**config.mk**
```make
export PLATFORM = sky130hd
export DESIGN_NAME = poc_ctrl
export DESIGN_NICKNAME = d
export VERILOG_FILES = /design/src/include/poc_pkg.sv /design/src/rtl/poc_ctrl.sv
export SDC_FILE = /design/constraint.sdc
export NUM_CORES = 1
export LEC_CHECK = 0
export BUFFER_PORTS_ARGS = -buffer_cell sky130_fd_sc_hd__buf_2
export CAP_MARGIN = 20
export CORE_UTILIZATION = 55
export CTS_CLUSTER_DIAMETER = 150
export DETAILED_ROUTE_END_ITERATION = 10
export HOLD_SLACK_MARGIN = 0.12
export PLACE_DENSITY_LB_ADDON = 0.08
export SLEW_MARGIN = 20
export SYNTH_ARGS = -nofsm -noshare
export SYNTH_HDL_FRONTEND = slang
export SYNTH_SLANG_ARGS = --single-unit
```
**constraint.sdc**
```tcl
create_clock -name mclk_i -period 2.8 [get_ports mclk_i]
set_input_delay 0.42 -clock mclk_i [delete_from_list [all_inputs] [get_ports mclk_i]]
set_output_delay 0.42 -clock mclk_i [all_outputs]
set_load 0.02 [all_outputs]
```
**src/include/poc_pkg.sv**
```systemverilog
// Purpose: constants and types for the proximity offset calibration block
// Assumes: 8-bit register map reached over a two-wire slave port
// Notes: status, enable and search-config layouts are local choices
`default_nettype none
package poc_pkg;
    // register addresses
    localparam logic [7:0] A_ENAB = 8'h80;
    localparam logic [7:0] A_STAT = 8'h9B;
    localparam logic [7:0] A_TRIM = 8'hAA;
    localparam logic [7:0] A_IRQB = 8'hAB;
    localparam logic [7:0] A_PULSE = 8'hAE;
    localparam logic [7:0] A_OFSM = 8'hC0;
    localparam logic [7:0] A_OFSS = 8'hC1;
    localparam logic [7:0] A_CAL = 8'hD7;
    localparam logic [7:0] A_CALCFG = 8'hD9;
    // reset values
    localparam logic [7:0] R_ZERO = 8'h00;
    localparam logic [7:0] R_TRIM = 8'h2A;
    localparam logic [7:0] R_IRQB = 8'h01;
    localparam logic [7:0] R_PULSE = 8'h3F;
    localparam logic [7:0] R_CALCFG = 8'h50;
    // bit positions
    localparam int B_RDCLR = 7;
    localparam int B_SAI = 4;
    localparam int B_PCOFF = 6;
    localparam int B_SIGN = 0;
    localparam int B_CAVG = 7;
    localparam int B_ELEC = 5;
    localparam int B_CWAIT = 4;
    localparam int B_START = 0;
    localparam int B_PON = 0;
    localparam int B_LIEN = 1;
    localparam int B_NIEN = 2;
    localparam int B_CIEN = 3;
    localparam int B_LFLG = 0;
    localparam int B_NFLG = 1;
    localparam int B_CFLG = 2;
    localparam int F_TGT_HI = 7;
    localparam int F_TGT_LO = 5;
    // slave address: arbitrary value
    localparam logic [6:0] DEV_ADDR = 7'h2C;
    // averaging depth as a power of two during calibration
    localparam int CAL_AVG_LOG2 = 2;
    localparam logic [CAL_AVG_LOG2-1:0] CAL_AVG_LAST = '1;
    localparam logic [3:0] SAR_MSB = 4'h8;
    localparam logic [8:0] SAR_MID = 9'h100;
    localparam logic [3:0] BITS_BYTE = 4'h8;
    localparam logic [3:0] BITS_LAST = 4'h7;

    typedef struct packed {
        logic sign;
        logic [7:0] magnitude;
    } poc_offset_s;

    typedef enum logic [2:0] {
        I_IDLE = 3'b000,
        I_RX = 3'b001,
        I_ACK = 3'b011,
        I_TX = 3'b010,
        I_MACK = 3'b110
    } poc_i2c_e;

    typedef enum logic [2:0] {
        C_IDLE = 3'b000,
        C_SET = 3'b001,
        C_MEAS = 3'b011,
        C_JUDGE = 3'b010,
        C_DONE = 3'b110
    } poc_cal_e;

    function automatic logic [9:0] poc_target(input logic [2:0] sel);
        logic [10:0] t;
        t = (11'h004 << sel) - 11'h001;
        return t[9:0];
    endfunction

    // search code u stands for offset u-256, magnitude clamped at 255
    function automatic poc_offset_s poc_to_sm(input logic [8:0] u);
        poc_offset_s o;
        logic [8:0] d;
        d = SAR_MID - u;
        o.sign = ~u[8];
        if (u[8])
            o.magnitude = u[7:0];
        else if (u == 9'h000)
            o.magnitude = 8'hFF;
        else
            o.magnitude = d[7:0];
        return o;
    endfunction
endpackage
`default_nettype wire

```
**src/rtl/poc_ctrl.sv**
```systemverilog
// Purpose: offset calibration registers, sleep gating and offset search
// Assumes: two-wire slave clock well below mclk_i; engine on mclk_i
// Notes: measurement engine is outside; it reports results and events
// Functional notes
// - Trim register resets to 0x2A; host writes 0x29 before use.
// - With read-clear set, reading status clears all status flags.
// - Oscillator off without power-on; sleep mode gates it by interrupt.
// - Cycle end with enabled light or near flag pending and sleep mode halts oscillator.
// - While halted, power-on still reads back as one.
// - Clearing pending status flags or their interrupt enables restarts a halted oscillator.
// - Pulse control bit six: one disables automatic pulse control.
// - Reserved fields reset to 0001 and 111111 respectively.
// - Offset magnitude is eight bits, resets zero, host writable.
// - Offset sign in bit zero; upper seven bits reserved, zero.
// - Sign-magnitude offset up to 255 applied to front end result.
// - Calibration bit seven enables averaging of samples.
// - Calibration bit five selects electrical-only crosstalk calibration.
// - Electrical-only calibration disconnects the photodiode; same procedure.
// - Calibration bit four applies sample wait between averaging samples.
// - Writing one to calibration bit zero starts the sequence.
// - Search adjusts offset until result is nearest the target.
// - Calibration-complete flag sets when the sequence finishes.
// - Finished search loads offset sign and magnitude registers.
// - Three-bit target code selects 3 to 511, default code 2.
// - Pulse control off: 10-bit result, upper eight bits compared.
`timescale 1ns/1ps
`default_nettype none
module poc_ctrl (
    // clock and reset
    input wire logic mclk_i,
    input wire logic resetn_i,
    // two-wire slave pins
    input wire logic scl_i,
    input wire logic sda_i,
    output logic sda_o,
    output logic sda_oe_o,
    // interrupt pin and oscillator gate
    output logic irq_n_o,
    output logic osc_en_o,
    // measurement engine events
    input wire logic cycle_done_i,
    input wire logic light_irq_set_i,
    input wire logic near_irq_set_i,
    input wire logic meas_done_i,
    input wire logic [13:0] near_result_i,
    // front end control
    output logic cal_meas_req_o,
    output logic cal_active_o,
    output logic pd_disconnect_o,
    output logic offset_calibration_control_avg_en_o,
    output logic offset_calibration_control_wait_apply_o,
    output logic pulse_ctrl_off_o,
    output logic [7:0] trim_o,
    output poc_pkg::poc_offset_s offset_o,
    output logic [13:0] near_cmp_o
);
    import poc_pkg::*;

    logic scl_s1_r, scl_s2_r, scl_s3_r;
    logic sda_s1_r, sda_s2_r, sda_s3_r;
    logic scl_rise, scl_fall, i2c_start, i2c_stop;
    poc_i2c_e ist_r;
    logic [7:0] sh_r, ptr_r, tx_r;
    logic [3:0] bcnt_r;
    logic [1:0] phase_r;
    logic rw_r, nack_r;
    logic wr_stb_r, rd_stb_r;
    logic [7:0] wr_addr_r, wr_data_r, rd_addr_r;
    logic [7:0] enab_r, trim_r, irqb_r, pulse_r, ofsm_r, ofss_r, cal_r;
    logic [7:0] calcfg_r;
    logic [2:0] stat_r, stat_clr, stat_set;
    logic halted_r, pend, pin_pend, sda_drv_r;
    poc_cal_e cst_r;
    logic [8:0] sar_r;
    logic [3:0] bidx_r;
    logic [15:0] acc_r, acc_sum, avg;
    logic [CAL_AVG_LOG2-1:0] cnt_r;
    logic cal_go, cal_fin;
    poc_offset_s cal_res;

    function automatic logic [7:0] rd_mux(input logic [7:0] a);
        case (a)
            A_ENAB: rd_mux = enab_r;
            A_STAT: rd_mux = {5'h00, stat_r};
            A_TRIM: rd_mux = trim_r;
            A_IRQB: rd_mux = irqb_r;
            A_PULSE: rd_mux = pulse_r;
            A_OFSM: rd_mux = ofsm_r;
            A_OFSS: rd_mux = ofss_r;
            A_CAL: rd_mux = cal_r;
            A_CALCFG: rd_mux = calcfg_r;
            default: rd_mux = R_ZERO;
        endcase
    endfunction

    function automatic logic wr_hit(input logic [7:0] a);
        wr_hit = wr_stb_r && (wr_addr_r == a);
    endfunction

    // first bit on the wire; a select on a call is not legal
    function automatic logic rd_msb(input logic [7:0] a);
        logic [7:0] v;
        v = rd_mux(a);
        return v[7];
    endfunction

    // pin synchronisers; stage three only feeds edge detection
    always_ff @(posedge mclk_i)
    begin
        scl_s1_r <= scl_i;
        scl_s2_r <= scl_s1_r;
        scl_s3_r <= scl_s2_r;
        sda_s1_r <= sda_i;
        sda_s2_r <= sda_s1_r;
        sda_s3_r <= sda_s2_r;
    end

    assign scl_rise = scl_s2_r && !scl_s3_r;
    assign scl_fall = !scl_s2_r && scl_s3_r;
    assign i2c_start = scl_s2_r && scl_s3_r && sda_s3_r && !sda_s2_r;
    assign i2c_stop = scl_s2_r && scl_s3_r && !sda_s3_r && sda_s2_r;

    // two-wire slave: phase 0 address, 1 pointer, 2 data
    always_ff @(posedge mclk_i)
    begin
        wr_stb_r <= 1'b0;
        rd_stb_r <= 1'b0;
        if (!resetn_i)
        begin
            ist_r <= I_IDLE;
            sh_r <= R_ZERO;
            tx_r <= R_ZERO;
            ptr_r <= R_ZERO;
            bcnt_r <= 4'h0;
            phase_r <= 2'd0;
            rw_r <= 1'b0;
            nack_r <= 1'b0;
            sda_oe_o <= 1'b0;
            wr_addr_r <= R_ZERO;
            wr_data_r <= R_ZERO;
            rd_addr_r <= R_ZERO;
        end
        else if (i2c_start)
        begin
            ist_r <= I_RX;
            bcnt_r <= 4'h0;
            phase_r <= 2'd0;
            sda_oe_o <= 1'b0;
        end
        else if (i2c_stop)
        begin
            ist_r <= I_IDLE;
            sda_oe_o <= 1'b0;
        end
        else
        begin
            case (ist_r)
                I_RX:
                begin
                    if (scl_rise)
                    begin
                        sh_r <= {sh_r[6:0], sda_s2_r};
                        bcnt_r <= bcnt_r + 4'h1;
                    end
                    else if (scl_fall && bcnt_r == BITS_BYTE)
                    begin
                        ist_r <= I_ACK;
                        sda_oe_o <= 1'b1;
                        if (phase_r == 2'd0)
                        begin
                            rw_r <= sh_r[0];
                            phase_r <= 2'd1;
                            if (sh_r[7:1] != DEV_ADDR)
                            begin
                                ist_r <= I_IDLE;
                                sda_oe_o <= 1'b0;
                            end
                        end
                        else if (phase_r == 2'd1)
                        begin
                            ptr_r <= sh_r;
                            phase_r <= 2'd2;
                        end
                        else
                        begin
                            wr_stb_r <= 1'b1;
                            wr_addr_r <= ptr_r;
                            wr_data_r <= sh_r;
                            ptr_r <= ptr_r + 8'h01;
                        end
                    end
                end
                I_ACK:
                begin
                    if (scl_fall)
                    begin
                        bcnt_r <= 4'h0;
                        if (rw_r)
                        begin
                            ist_r <= I_TX;
                            tx_r <= rd_mux(ptr_r);
                            sda_oe_o <= !rd_msb(ptr_r);
                            rd_stb_r <= 1'b1;
                            rd_addr_r <= ptr_r;
                            ptr_r <= ptr_r + 8'h01;
                        end
                        else
                        begin
                            ist_r <= I_RX;
                            sda_oe_o <= 1'b0;
                        end
                    end
                end
                I_TX:
                begin
                    if (scl_fall)
                    begin
                        bcnt_r <= bcnt_r + 4'h1;
                        tx_r <= {tx_r[6:0], 1'b0};
                        sda_oe_o <= !tx_r[6];
                        if (bcnt_r == BITS_LAST)
                        begin
                            ist_r <= I_MACK;
                            sda_oe_o <= 1'b0;
                        end
                    end
                end
                I_MACK:
                begin
                    if (scl_rise)
                        nack_r <= sda_s2_r;
                    // master ack: next byte leaves on this same fall
                    else if (scl_fall && !nack_r)
                    begin
                        ist_r <= I_TX;
                        bcnt_r <= 4'h0;
                        tx_r <= rd_mux(ptr_r);
                        sda_oe_o <= !rd_msb(ptr_r);
                        rd_stb_r <= 1'b1;
                        rd_addr_r <= ptr_r;
                        ptr_r <= ptr_r + 8'h01;
                    end
                    else if (scl_fall)
                        ist_r <= I_IDLE;
                end
                default:
                begin
                    ist_r <= I_IDLE;
                    sda_oe_o <= 1'b0;
                end
            endcase
        end
    end

    // open-drain: only ever pull low
    always_ff @(posedge mclk_i)
    begin
        sda_drv_r <= 1'b0;
        sda_o <= sda_drv_r;
    end

    // configuration registers
    always_ff @(posedge mclk_i)
    begin
        if (!resetn_i)
        begin
            enab_r <= R_ZERO;
            trim_r <= R_TRIM;
            irqb_r <= R_IRQB;
            pulse_r <= R_PULSE;
            ofsm_r <= R_ZERO;
            ofss_r <= R_ZERO;
            calcfg_r <= R_CALCFG;
        end
        else
        begin
            if (wr_hit(A_ENAB))
                enab_r <= wr_data_r;
            if (wr_hit(A_TRIM))
                trim_r <= wr_data_r;
            if (wr_hit(A_IRQB))
                irqb_r <= wr_data_r;
            if (wr_hit(A_PULSE))
                pulse_r <= wr_data_r;
            if (wr_hit(A_CALCFG))
                calcfg_r <= wr_data_r;
            // search result overrides a host write
            if (cal_fin)
            begin
                ofsm_r <= cal_res.magnitude;
                ofss_r <= {7'h00, cal_res.sign};
            end
            else
            begin
                if (wr_hit(A_OFSM))
                    ofsm_r <= wr_data_r;
                if (wr_hit(A_OFSS))
                    ofss_r <= wr_data_r;
            end
        end
    end

    // start bit launches search, any type
    assign cal_go = wr_stb_r && wr_addr_r == A_CAL && wr_data_r[B_START]
        && cst_r == C_IDLE;
    assign cal_fin = (cst_r == C_DONE);
    assign cal_res = poc_to_sm(sar_r);

    always_ff @(posedge mclk_i)
    begin
        if (!resetn_i)
            cal_r <= R_ZERO;
        else if (cal_fin)
            cal_r[B_START] <= 1'b0;
        else if (wr_hit(A_CAL))
            cal_r <= wr_data_r;
    end

    // status flags: set wins over clear
    always_comb
    begin
        stat_clr = 3'h0;
        if (wr_hit(A_STAT))
            stat_clr = wr_data_r[2:0];
        if (rd_stb_r && rd_addr_r == A_STAT && irqb_r[B_RDCLR])
            stat_clr = 3'h7;
        stat_set = 3'h0;
        stat_set[B_LFLG] = light_irq_set_i;
        stat_set[B_NFLG] = near_irq_set_i;
        stat_set[B_CFLG] = cal_fin;
    end

    always_ff @(posedge mclk_i)
    begin
        if (!resetn_i)
            stat_r <= 3'h0;
        else
            stat_r <= (stat_r & ~stat_clr) | stat_set;
    end

    assign pend = (stat_r[B_LFLG] && enab_r[B_LIEN])
        || (stat_r[B_NFLG] && enab_r[B_NIEN]);
    assign pin_pend = pend || (stat_r[B_CFLG] && enab_r[B_CIEN]);

    // halt latch; released when pend drops or power-on is cleared
    always_ff @(posedge mclk_i)
    begin
        if (!resetn_i || !enab_r[B_PON])
            halted_r <= 1'b0;
        else if (cycle_done_i && irqb_r[B_SAI] && pend)
            halted_r <= 1'b1;
        else if (!pend)
            halted_r <= 1'b0;
    end

    // gate oscillator; power-on bit itself untouched
    always_ff @(posedge mclk_i)
    begin
        if (!resetn_i)
        begin
            osc_en_o <= 1'b0;
            irq_n_o <= 1'b1;
        end
        else
        begin
            osc_en_o <= enab_r[B_PON] && !halted_r;
            irq_n_o <= !pin_pend;
        end
    end

    assign acc_sum = acc_r + {2'b00, near_result_i};
    assign avg = cal_r[B_CAVG] ? (acc_r >> CAL_AVG_LOG2) : acc_r;

    always_ff @(posedge mclk_i)
    begin
        cal_meas_req_o <= 1'b0;
        if (!resetn_i)
        begin
            cst_r <= C_IDLE;
            sar_r <= SAR_MID;
            bidx_r <= SAR_MSB;
            acc_r <= 16'h0000;
            cnt_r <= '0;
        end
        else
        begin
            case (cst_r)
                C_IDLE:
                    if (cal_go)
                    begin
                        sar_r <= SAR_MID;
                        bidx_r <= SAR_MSB;
                        cst_r <= C_SET;
                    end
                C_SET:
                begin
                    acc_r <= 16'h0000;
                    cnt_r <= '0;
                    cal_meas_req_o <= 1'b1;
                    cst_r <= C_MEAS;
                end
                C_MEAS:
                    if (meas_done_i)
                    begin
                        acc_r <= acc_sum;
                        cnt_r <= cnt_r + 1'b1;
                        if (cal_r[B_CAVG] && cnt_r != CAL_AVG_LAST)
                            cal_meas_req_o <= 1'b1;
                        else
                            cst_r <= C_JUDGE;
                    end
                C_JUDGE:
                begin
                    // target from code; too little offset keeps bit
                    if (avg <= {6'h00,
                        poc_target(calcfg_r[F_TGT_HI:F_TGT_LO])})
                        sar_r[bidx_r] <= 1'b0;
                    if (bidx_r == 4'h0)
                        cst_r <= C_DONE;
                    else
                    begin
                        sar_r[bidx_r - 4'h1] <= 1'b1;
                        bidx_r <= bidx_r - 4'h1;
                        cst_r <= C_SET;
                    end
                end
                C_DONE:
                    cst_r <= C_IDLE;
                default:
                    cst_r <= C_IDLE;
            endcase
        end
    end

    // front end controls, all registered
    always_ff @(posedge mclk_i)
    begin
        if (!resetn_i)
        begin
            cal_active_o <= 1'b0;
            pd_disconnect_o <= 1'b0;
            offset_calibration_control_avg_en_o <= 1'b0;
            offset_calibration_control_wait_apply_o <= 1'b0;
            pulse_ctrl_off_o <= 1'b0;
            trim_o <= R_TRIM;
            offset_o <= '0;
            near_cmp_o <= 14'h0000;
        end
        else
        begin
            cal_active_o <= (cst_r != C_IDLE);
            pd_disconnect_o <= (cst_r != C_IDLE) && cal_r[B_ELEC];
            offset_calibration_control_avg_en_o <= cal_r[B_CAVG];
            offset_calibration_control_wait_apply_o <= cal_r[B_CWAIT];
            pulse_ctrl_off_o <= pulse_r[B_PCOFF];
            trim_o <= trim_r;
            // offset to front end; trial value while searching
            if (cst_r != C_IDLE)
                offset_o <= cal_res;
            else
                offset_o <= '{sign: ofss_r[B_SIGN], magnitude: ofsm_r};
            if (pulse_r[B_PCOFF])
                near_cmp_o <= {6'h00, near_result_i[9:2]};
            else
                near_cmp_o <= near_result_i;
        end
    end
endmodule
`default_nettype wire

```
==> results of run 1 <==
sequential cells by signal, summed over array words and instances (netlist names), 4 cells and up:
register and cells:
acc_r 16, bcnt_r 4, bidx_r 4, cal_r 8, calcfg_r 8, enab_r 8
irqb_r 8, near_cmp_o 14, offset_o 9, ofsm_r 8, ofss_r 8, ptr_r 8
pulse_r 8, rd_addr_r 8, sar_r 9, sh_r 8, trim_o 8, trim_r 8
tx_r 7, wr_addr_r 8, wr_data_r 8
through the flow:
stage | area [µm²] | instances
floorplan | 10400 | 1227
detailed placement | 11000 | 1482
finish | 11900 | 1532
global route | 11900 | 1532
global placement | 11000 | 1482
CTS | 11800 | 1528
what timing repair did:
| item | in CTS | in global routing |
|---|---|---|
| setup buffers | 2 | 4 |
| hold endpoints to repair | 3 | 0 |
| setup endpoints to repair | 3 | 9 |
| gates resized for setup | 0 | 8 |
| pin swaps | 0 | 6 |
| hold buffers | 3 | 0 |
cells in the mapped netlist, types with 5 or more instances:
library cell	count
nor2b_1	10
nand3_1	75
a22oi_1	20
a21oi_1	89
and2_1	19
or3_1	11
xor2_1	10
clkbuf_1	70
nand2b_1	18
a211oi_1	18
nor2_1	133
nor3b_1	11
o211ai_1	7
o21a_1	7
dfxtp_1	208
ha_1	36
mux2_2	12
a21o_1	8
nand4_1	12
nand2_1	135
mux2i_1	79
inv_1	26
nor4_1	9
nor3_1	26
xnor2_1	10
a31oi_1	16
nand3b_1	7
buf_1	5
a221o_1	5
o21ai_0	43
final cells by class:
cell class,instances,area [µm²]
clock buffer,34,687
clock inverter,7,110
fill,1603,6240
inverter,27,104
multi-input combinational,912,5820
sequential,208,4170
tap,229,287
timing repair buffer,115,743
how the worst max path moves through the flow:
stage | to | from
floorplan | sar_r[4] | calcfg_r[5]
global placement | sar_r[4] | calcfg_r[5]
detailed placement | sar_r[4] | calcfg_r[5]
CTS | sar_r[4] | calcfg_r[5]
global route | sar_r[1] | calcfg_r[5]
finish | sar_r[5] | calcfg_r[5]
worst min-delay path, cell delays in order:
cell and delay [ns]:
buf_2 0.08, a31oi_1 0.03, nor2_1 0.07
cells by family after synthesis:
family | Yosys count
flops | 208
other cells | 2
mux | 91
buf+inv | 107
simple gates | 497
compound gates | 265
xor+xnor | 20
fa+ha+maj | 37
layer usage:
layer / wire length (µm) / vias up / global-route usage
li1: - / 4507 / -
met1: 12500 / 4319 / 0.382
met2: 12600 / 232 / 0.453
met3: 1260 / 49 / 0.0325
met4: 681 / 0 / 0.0942
met5: 0 / - / 0
power by group through the flow:
| stage | Sequential [µW] | Clock, µW | Combinational (µW) |
|---|---|---|---|
| final | 2990 | 3170 | 200 |
| after global routing | 2990 | 3330 | 219 |
| after CTS | 2990 | 3220 | 197 |
| after detailed placement | 3060 | 0 | 193 |
| after global placement | 3060 | 0 | 191 |
| after floorplan | 3070 | 0 | 108 |
==> results.py, run 1 <==
metrics = {
    "setup_path": {
        "worst-endpoint-required_ns": 3.21,
        "critical_path.top_delay_family": "compound AO/OA/AOI/OAI gates",
        "critical_path.reg2reg.endpoint": "sar_r[5]",
        "crit_path_top_delay_cell": "or3_4",
        "endpoint_kind": "flop",
        "critPathKind": "reg2reg",
        "cpMostUsedCell": "buf_4",
        "worst-path-stages": 14,
        "slowest_delay_ns": 0.40,
        "start_kind": "flop",
        "crit_arrival_ns": 3.33,
        "crit_path_cell_trace": "or3_4 > ha_4 > buf_4 > xor2_1 > nor2_1 > a21oi_1 > ha_1 > nand2_2 > a2111oi_4 > a211oi_2 > buf_4 > buf_4 > o311a_1 > o21a_1",
        "critical_path_buf_inv_count": 3,
        "reg2reg_from": "calcfg_r[5]",
        "crit_path_max_fanout": 7,
        "worst-r2r-setup-slack_ns": -0.12,
        "worst-r2r-cell-count": 14,
    },
    "synth": {
        "synth-xor-area-share": 0.0170,
        "post-synth-top-area-cell": "dfxtp_1",
        "synth-compound-area-share": 0.168,
        "synthAdderAreaFrac": 0.0456,
        "yosysSeqAreaShare": 0.404,
        "postSynth.topFlopCell": "dfxtp_1",
        "post_synthesis_area_per_instance_um2": 8.40,
        "synth_enable_flop_cells": 0,
        "post_synth_main_area_contributors": "dfxtp_1 40%, mux2i_1 7.7%, nand2_1 4.9%",
        "portion_of_synthesized_cell_area_occupied_by_the_leading_cell_type": 0.404,
        "synthesis.instances": 1227,
        "synth_top_family_by_area": "simple AND/OR/NAND/NOR gates",
        "postSynthNetCount": 1286,
        "synth_warnings": 0,
        "synth_mux_area_frac": 0.0898,
        "synth_simple_gate_area_frac": 0.235,
        "syn_area_um2": 10300,
        "async_flop_share": 0,
        "yosys_register_bits": 208,
        "ys_types": 77,
    },
    "power_and_ir_drop": {
        "power.leakage_uw": 0.00492,
        "p_sw_uw": 1350,
        "power.sequential.fraction": 0.470,
        "ir_drop_mv": 0.463,
        "power_uw": 6370,
        "p_int_uw": 5010,
        "pwr-share-clk": 0.499,
        "pwr_density_cell_nw_per_um2": 534,
        "switching_share": 0.213,
        "pwr-share-comb": 0.031,
    },
    "clock_network": {
        "cts-htree-levels": 1,
        "numClockSinks": 208,
        "clockRootBuffer": "clkbuf_16",
        "numCtsBuffers": 23,
        "cts_tree": "done",
        "cts_max_path_buffers": 3,
        "path_clk_slew_ns": 0.06,
        "clk_latency_ns": 0.51,
    },
    "final_layout": {
        "final_nets": 1346,
        "most_common_library_cell_in_the_layout_ignoring_fill_and_taps": "dfxtp_1",
        "commonest_cells_after_routing_fill_and_taps_aside": "207 x dfxtp_1, 134 x nand2_1, 133 x nor2_1",
        "antennaDiodeCount": 0,
        "post_route_cells_drive_above_1_share": 0.144,
        "area_growth_pct": 15.5,
        "finish.utilization": 0.656,
    },
    "sta": {
        "post-route-min-period_ns": 2.92,
        "fin_ws_ns": -0.122,
        "hold_vio_cnt_final": 0,
        "drv_slew": 0,
        "grt_setup_unrepaired": "true",
        "fin_worst_hold_slack_ns": 0.125,
        "min_period_over_period": 1.04,
        "finalClockSkew_ns": 0.00816,
        "timing_worst_slew_pin_value_ns": 1.08,
        "fmax_ghz": 0.342,
        "timing.setup.tns_ns": -0.299,
        "setup-violations-final": 7,
        "normalized_max_slew_margin": 0.274,
    },
    "placed_design": {
        "gpl.final_weighted_congestion": 0.928,
        "placement.io_buffers": 61,
        "post-dp-hpwl_um": 18800,
        "dpl_worst_slack_ns": -0.00283,
    },
    "routing": {
        "drt_pre_antenna_iters": 10,
        "final_routed_wirelength_across_all_metal_layers_um": 27000,
        "detail_route.wl_per_cell_um": 17.7,
        "via_per_inst": 5.94,
        "detail-route-antenna-nets": 0,
        "via_count": 9107,
        "drt_first_iter_violations": 557,
        "post-route-drc-count": 2,
    },
    "grt": {
        "first_global_vias": 8631,
        "overflow": 0,
        "grt_antenna_before_repair": 1,
        "largest_net_degree_at_the_start_of_global_routing": 42,
        "track_usage": 0.278,
        "grt_first_pass_wirelength_um": 44000,
    },
    "floorplanning": {
        "die_area_um2": 19300,
        "floorplan.io_pins": 63,
        "chipWidth_um": 139,
        "placementRows": 49,
        "initial_utilization": 0.568,
        "die-height_um": 139,
        "coreArea_um2": 18100,
    },
    "job": {
        "max-cap-violations": 0,
    },
    "hold_path": {
        "hold_class": "in2reg",
        "min-delay-start": "light_irq_set_i",
        "hold_path_end": "stat_r[0]",
        "worstHoldPathCells": 3,
    },
    "status": {
        "violations": "DRC, setup timing",
        "run_status": "finished with violations",
    },
}
Power figures use the tool's default switching activity.
==> run 2, diff against run 1 <==
Settings changed: CELL_PAD_IN_SITES_DETAIL_PLACEMENT set to 2, CELL_PAD_IN_SITES_GLOBAL_PLACEMENT set to 2, CORE_UTILIZATION 55 to 34.
==> results.py, run 2 (same netlist as run 1, synthesis figures left out) <==
metrics = {
    "setup_path": {
        "slowest_delay_ns": 0.40,
        "crit_path_max_fanout": 8,
        "crit_path_cell_trace": "or3_4 > ha_4 > nor3_4 > a21oi_2 > o21a_1 > ha_1 > nand4_1 > a2111oi_4 > a211oi_4 > buf_12 > o311a_1 > o21a_1",
        "worst-r2r-setup-slack_ns": -0.16,
        "critPathKind": "reg2reg",
        "crit_arrival_ns": 3.39,
        "worst-endpoint-required_ns": 3.23,
        "endpoint_kind": "flop",
        "crit_path_top_delay_cell": "or3_4",
        "cpMostUsedCell": "o21a_1",
        "start_kind": "flop",
    },
    "routing": {
        "final_routed_wirelength_across_all_metal_layers_um": 36500,
        "drt_pre_antenna_iters": 5,
        "detail_route.wl_per_cell_um": 21.3,
        "via_count": 9452,
        "post-route-drc-count": 0,
        "via_per_inst": 5.51,
        "detail-route-antenna-nets": 0,
        "drt_first_iter_violations": 380,
    },
    "clock_network": {
        "numCtsBuffers": 26,
        "clockRootBuffer": "clkbuf_16",
        "cts-htree-levels": 1,
        "clk_latency_ns": 0.55,
        "numClockSinks": 208,
        "cts_tree": "done",
        "path_clk_slew_ns": 0.06,
        "cts_max_path_buffers": 3,
    },
    "sta": {
        "fmax_ghz": 0.338,
        "normalized_max_slew_margin": 0.441,
        "min_period_over_period": 1.06,
        "setup-violations-final": 9,
        "grt_setup_unrepaired": "true",
        "post-route-min-period_ns": 2.96,
        "timing_worst_slew_pin_value_ns": 0.830,
        "finalClockSkew_ns": 0.0138,
        "fin_ws_ns": -0.156,
        "fin_worst_hold_slack_ns": 0.150,
        "hold_vio_cnt_final": 0,
        "drv_slew": 0,
    },
    "power_and_ir_drop": {
        "power.sequential.fraction": 0.429,
        "pwr_density_cell_nw_per_um2": 563,
        "pwr-share-clk": 0.541,
        "power.leakage_uw": 0.00506,
        "pwr-share-comb": 0.030,
        "ir_drop_mv": 0.456,
        "power_uw": 6980,
        "p_sw_uw": 1550,
        "switching_share": 0.222,
        "p_int_uw": 5430,
    },
    "floorplanning": {
        "initial_utilization": 0.347,
        "chipWidth_um": 176,
        "coreArea_um2": 29700,
        "placementRows": 63,
        "die-height_um": 176,
        "floorplan.io_pins": 63,
        "die_area_um2": 31000,
    },
    "final_layout": {
        "top_register": "acc_r",
        "commonest_cells_after_routing_fill_and_taps_aside": "205 x dfxtp_1, 135 x nand2_1, 133 x nor2_1",
        "antennaDiodeCount": 0,
        "reg.largest.list": "acc_r x16, near_cmp_o x14",
        "number_of_flip_flops_under_the_largest_register_name": 16,
        "final_nets": 1364,
        "layout.cells.non_filler": 1714,
        "finish.utilization": 0.417,
        "post_route_cells_drive_above_1_share": 0.157,
        "most_common_library_cell_in_the_layout_ignoring_fill_and_taps": "dfxtp_1",
        "area_growth_pct": 20.3,
    },
    "hold_path": {
        "hold_class": "in2reg",
    },
    "status": {
        "run_status": "finished with violations",
        "violations": "setup timing",
    },
    "placed_design": {
        "placed_cells": 1655,
        "placement.io_buffers": 61,
        "gpl.final_weighted_congestion": 0.827,
        "post-dp-hpwl_um": 26400,
    },
    "grt": {
        "overflow": 0,
        "largest_net_degree_at_the_start_of_global_routing": 60,
        "track_usage": 0.238,
        "grt_first_pass_wirelength_um": 58100,
        "grt_antenna_before_repair": 1,
        "first_global_vias": 10300,
    },
    "job": {
        "max-cap-violations": 0,
    },
}
-- run 2: cell count changes in the layout (fill, tap and decap cells not counted), moves of 2 or more --
| cell | delta |
|---|---|
| dlygate4sd3_1 | +4 |
| nor4_2 | +2 |
| clkbuf_16 | +3 |
| clkbuf_8 | -2 |
| dfxtp_1 | -2 |
| dfxtp_2 | +2 |
| buf_4 | +11 |
| bufinv_16 | +3 |
-- run 2: final cells by class --
type / count / area (µm²)
fill: 3316 / 17300
inverter: 27 / 104
timing repair buffer: 130 / 866
sequential: 208 / 4170
multi-input combinational: 912 / 5820
clock inverter: 12 / 224
clock buffer: 35 / 734
tap: 390 / 488
-- run 2: critical path, delay by kind of cell, from the launching register on --
kind	cells	cell delay (ns)
AOI/OAI and AO/OA	6	1.15
adders and majority gates	2	0.52
buffers and inverters	1	0.16
DFF	1	0.32
and+or+nand+nor	3	0.69
-- run 2: power by group through the flow --
| stage | Clock, µW | Sequential, µW | Combinational, µW |
|---|---|---|---|
| floorplan | 0 | 3070 | 108 |
| global placement | 0 | 3060 | 202 |
| detailed placement | 0 | 3060 | 206 |
| CTS | 3860 | 2990 | 215 |
| global route | 3980 | 2990 | 235 |
| finish | 3780 | 2990 | 213 |
-- run 2: worst paths after layout --
| check | from | to | cells after the start |
|---|---|---|---|
| hold reg to reg | sda_s1_r | sda_s2_r | 0 |
| setup reg to reg | calcfg_r[5] | sar_r[6] | 12 |
| setup / recovery | calcfg_r[5] | sar_r[6] | 12 |
| hold / removal | near_result_i[0] | near_cmp_o[0] | 3 |
-- run 2: metal layers --
| layer | vias to the layer above | global-route usage | share of wire |
|---|---|---|---|
| met5 | - | 0 | 0 |
| met4 | 0 | 0.0685 | 0.024 |
| met3 | 54 | 0.0241 | 0.036 |
| met2 | 136 | 0.391 | 0.46 |
| met1 | 4729 | 0.328 | 0.48 |
| li1 | 4533 | - | - |
-- run 2: per-stage QoR --
step / worst slack [ns] / instance area (µm²) / setup TNS, ns
after floorplan: 0.0122 / 10400 / 0
after global routing: -0.332 / 12400 / -2.42
after detailed placement: -0.136 / 11300 / -0.885
after CTS: -0.126 / 12400 / -0.752
after global placement: 0.00268 / 11300 / 0
final: -0.156 / 12400 / -0.954
-- run 2: timing repair --
action / CTS / global route
endpoints found under the setup margin: 9 / 9
hold buffers: 7 / 0
setup buffers: 2 / 4
resized for setup: 3 / 9
pin swaps: 2 / 3
endpoints found under the hold margin: 7 / 0
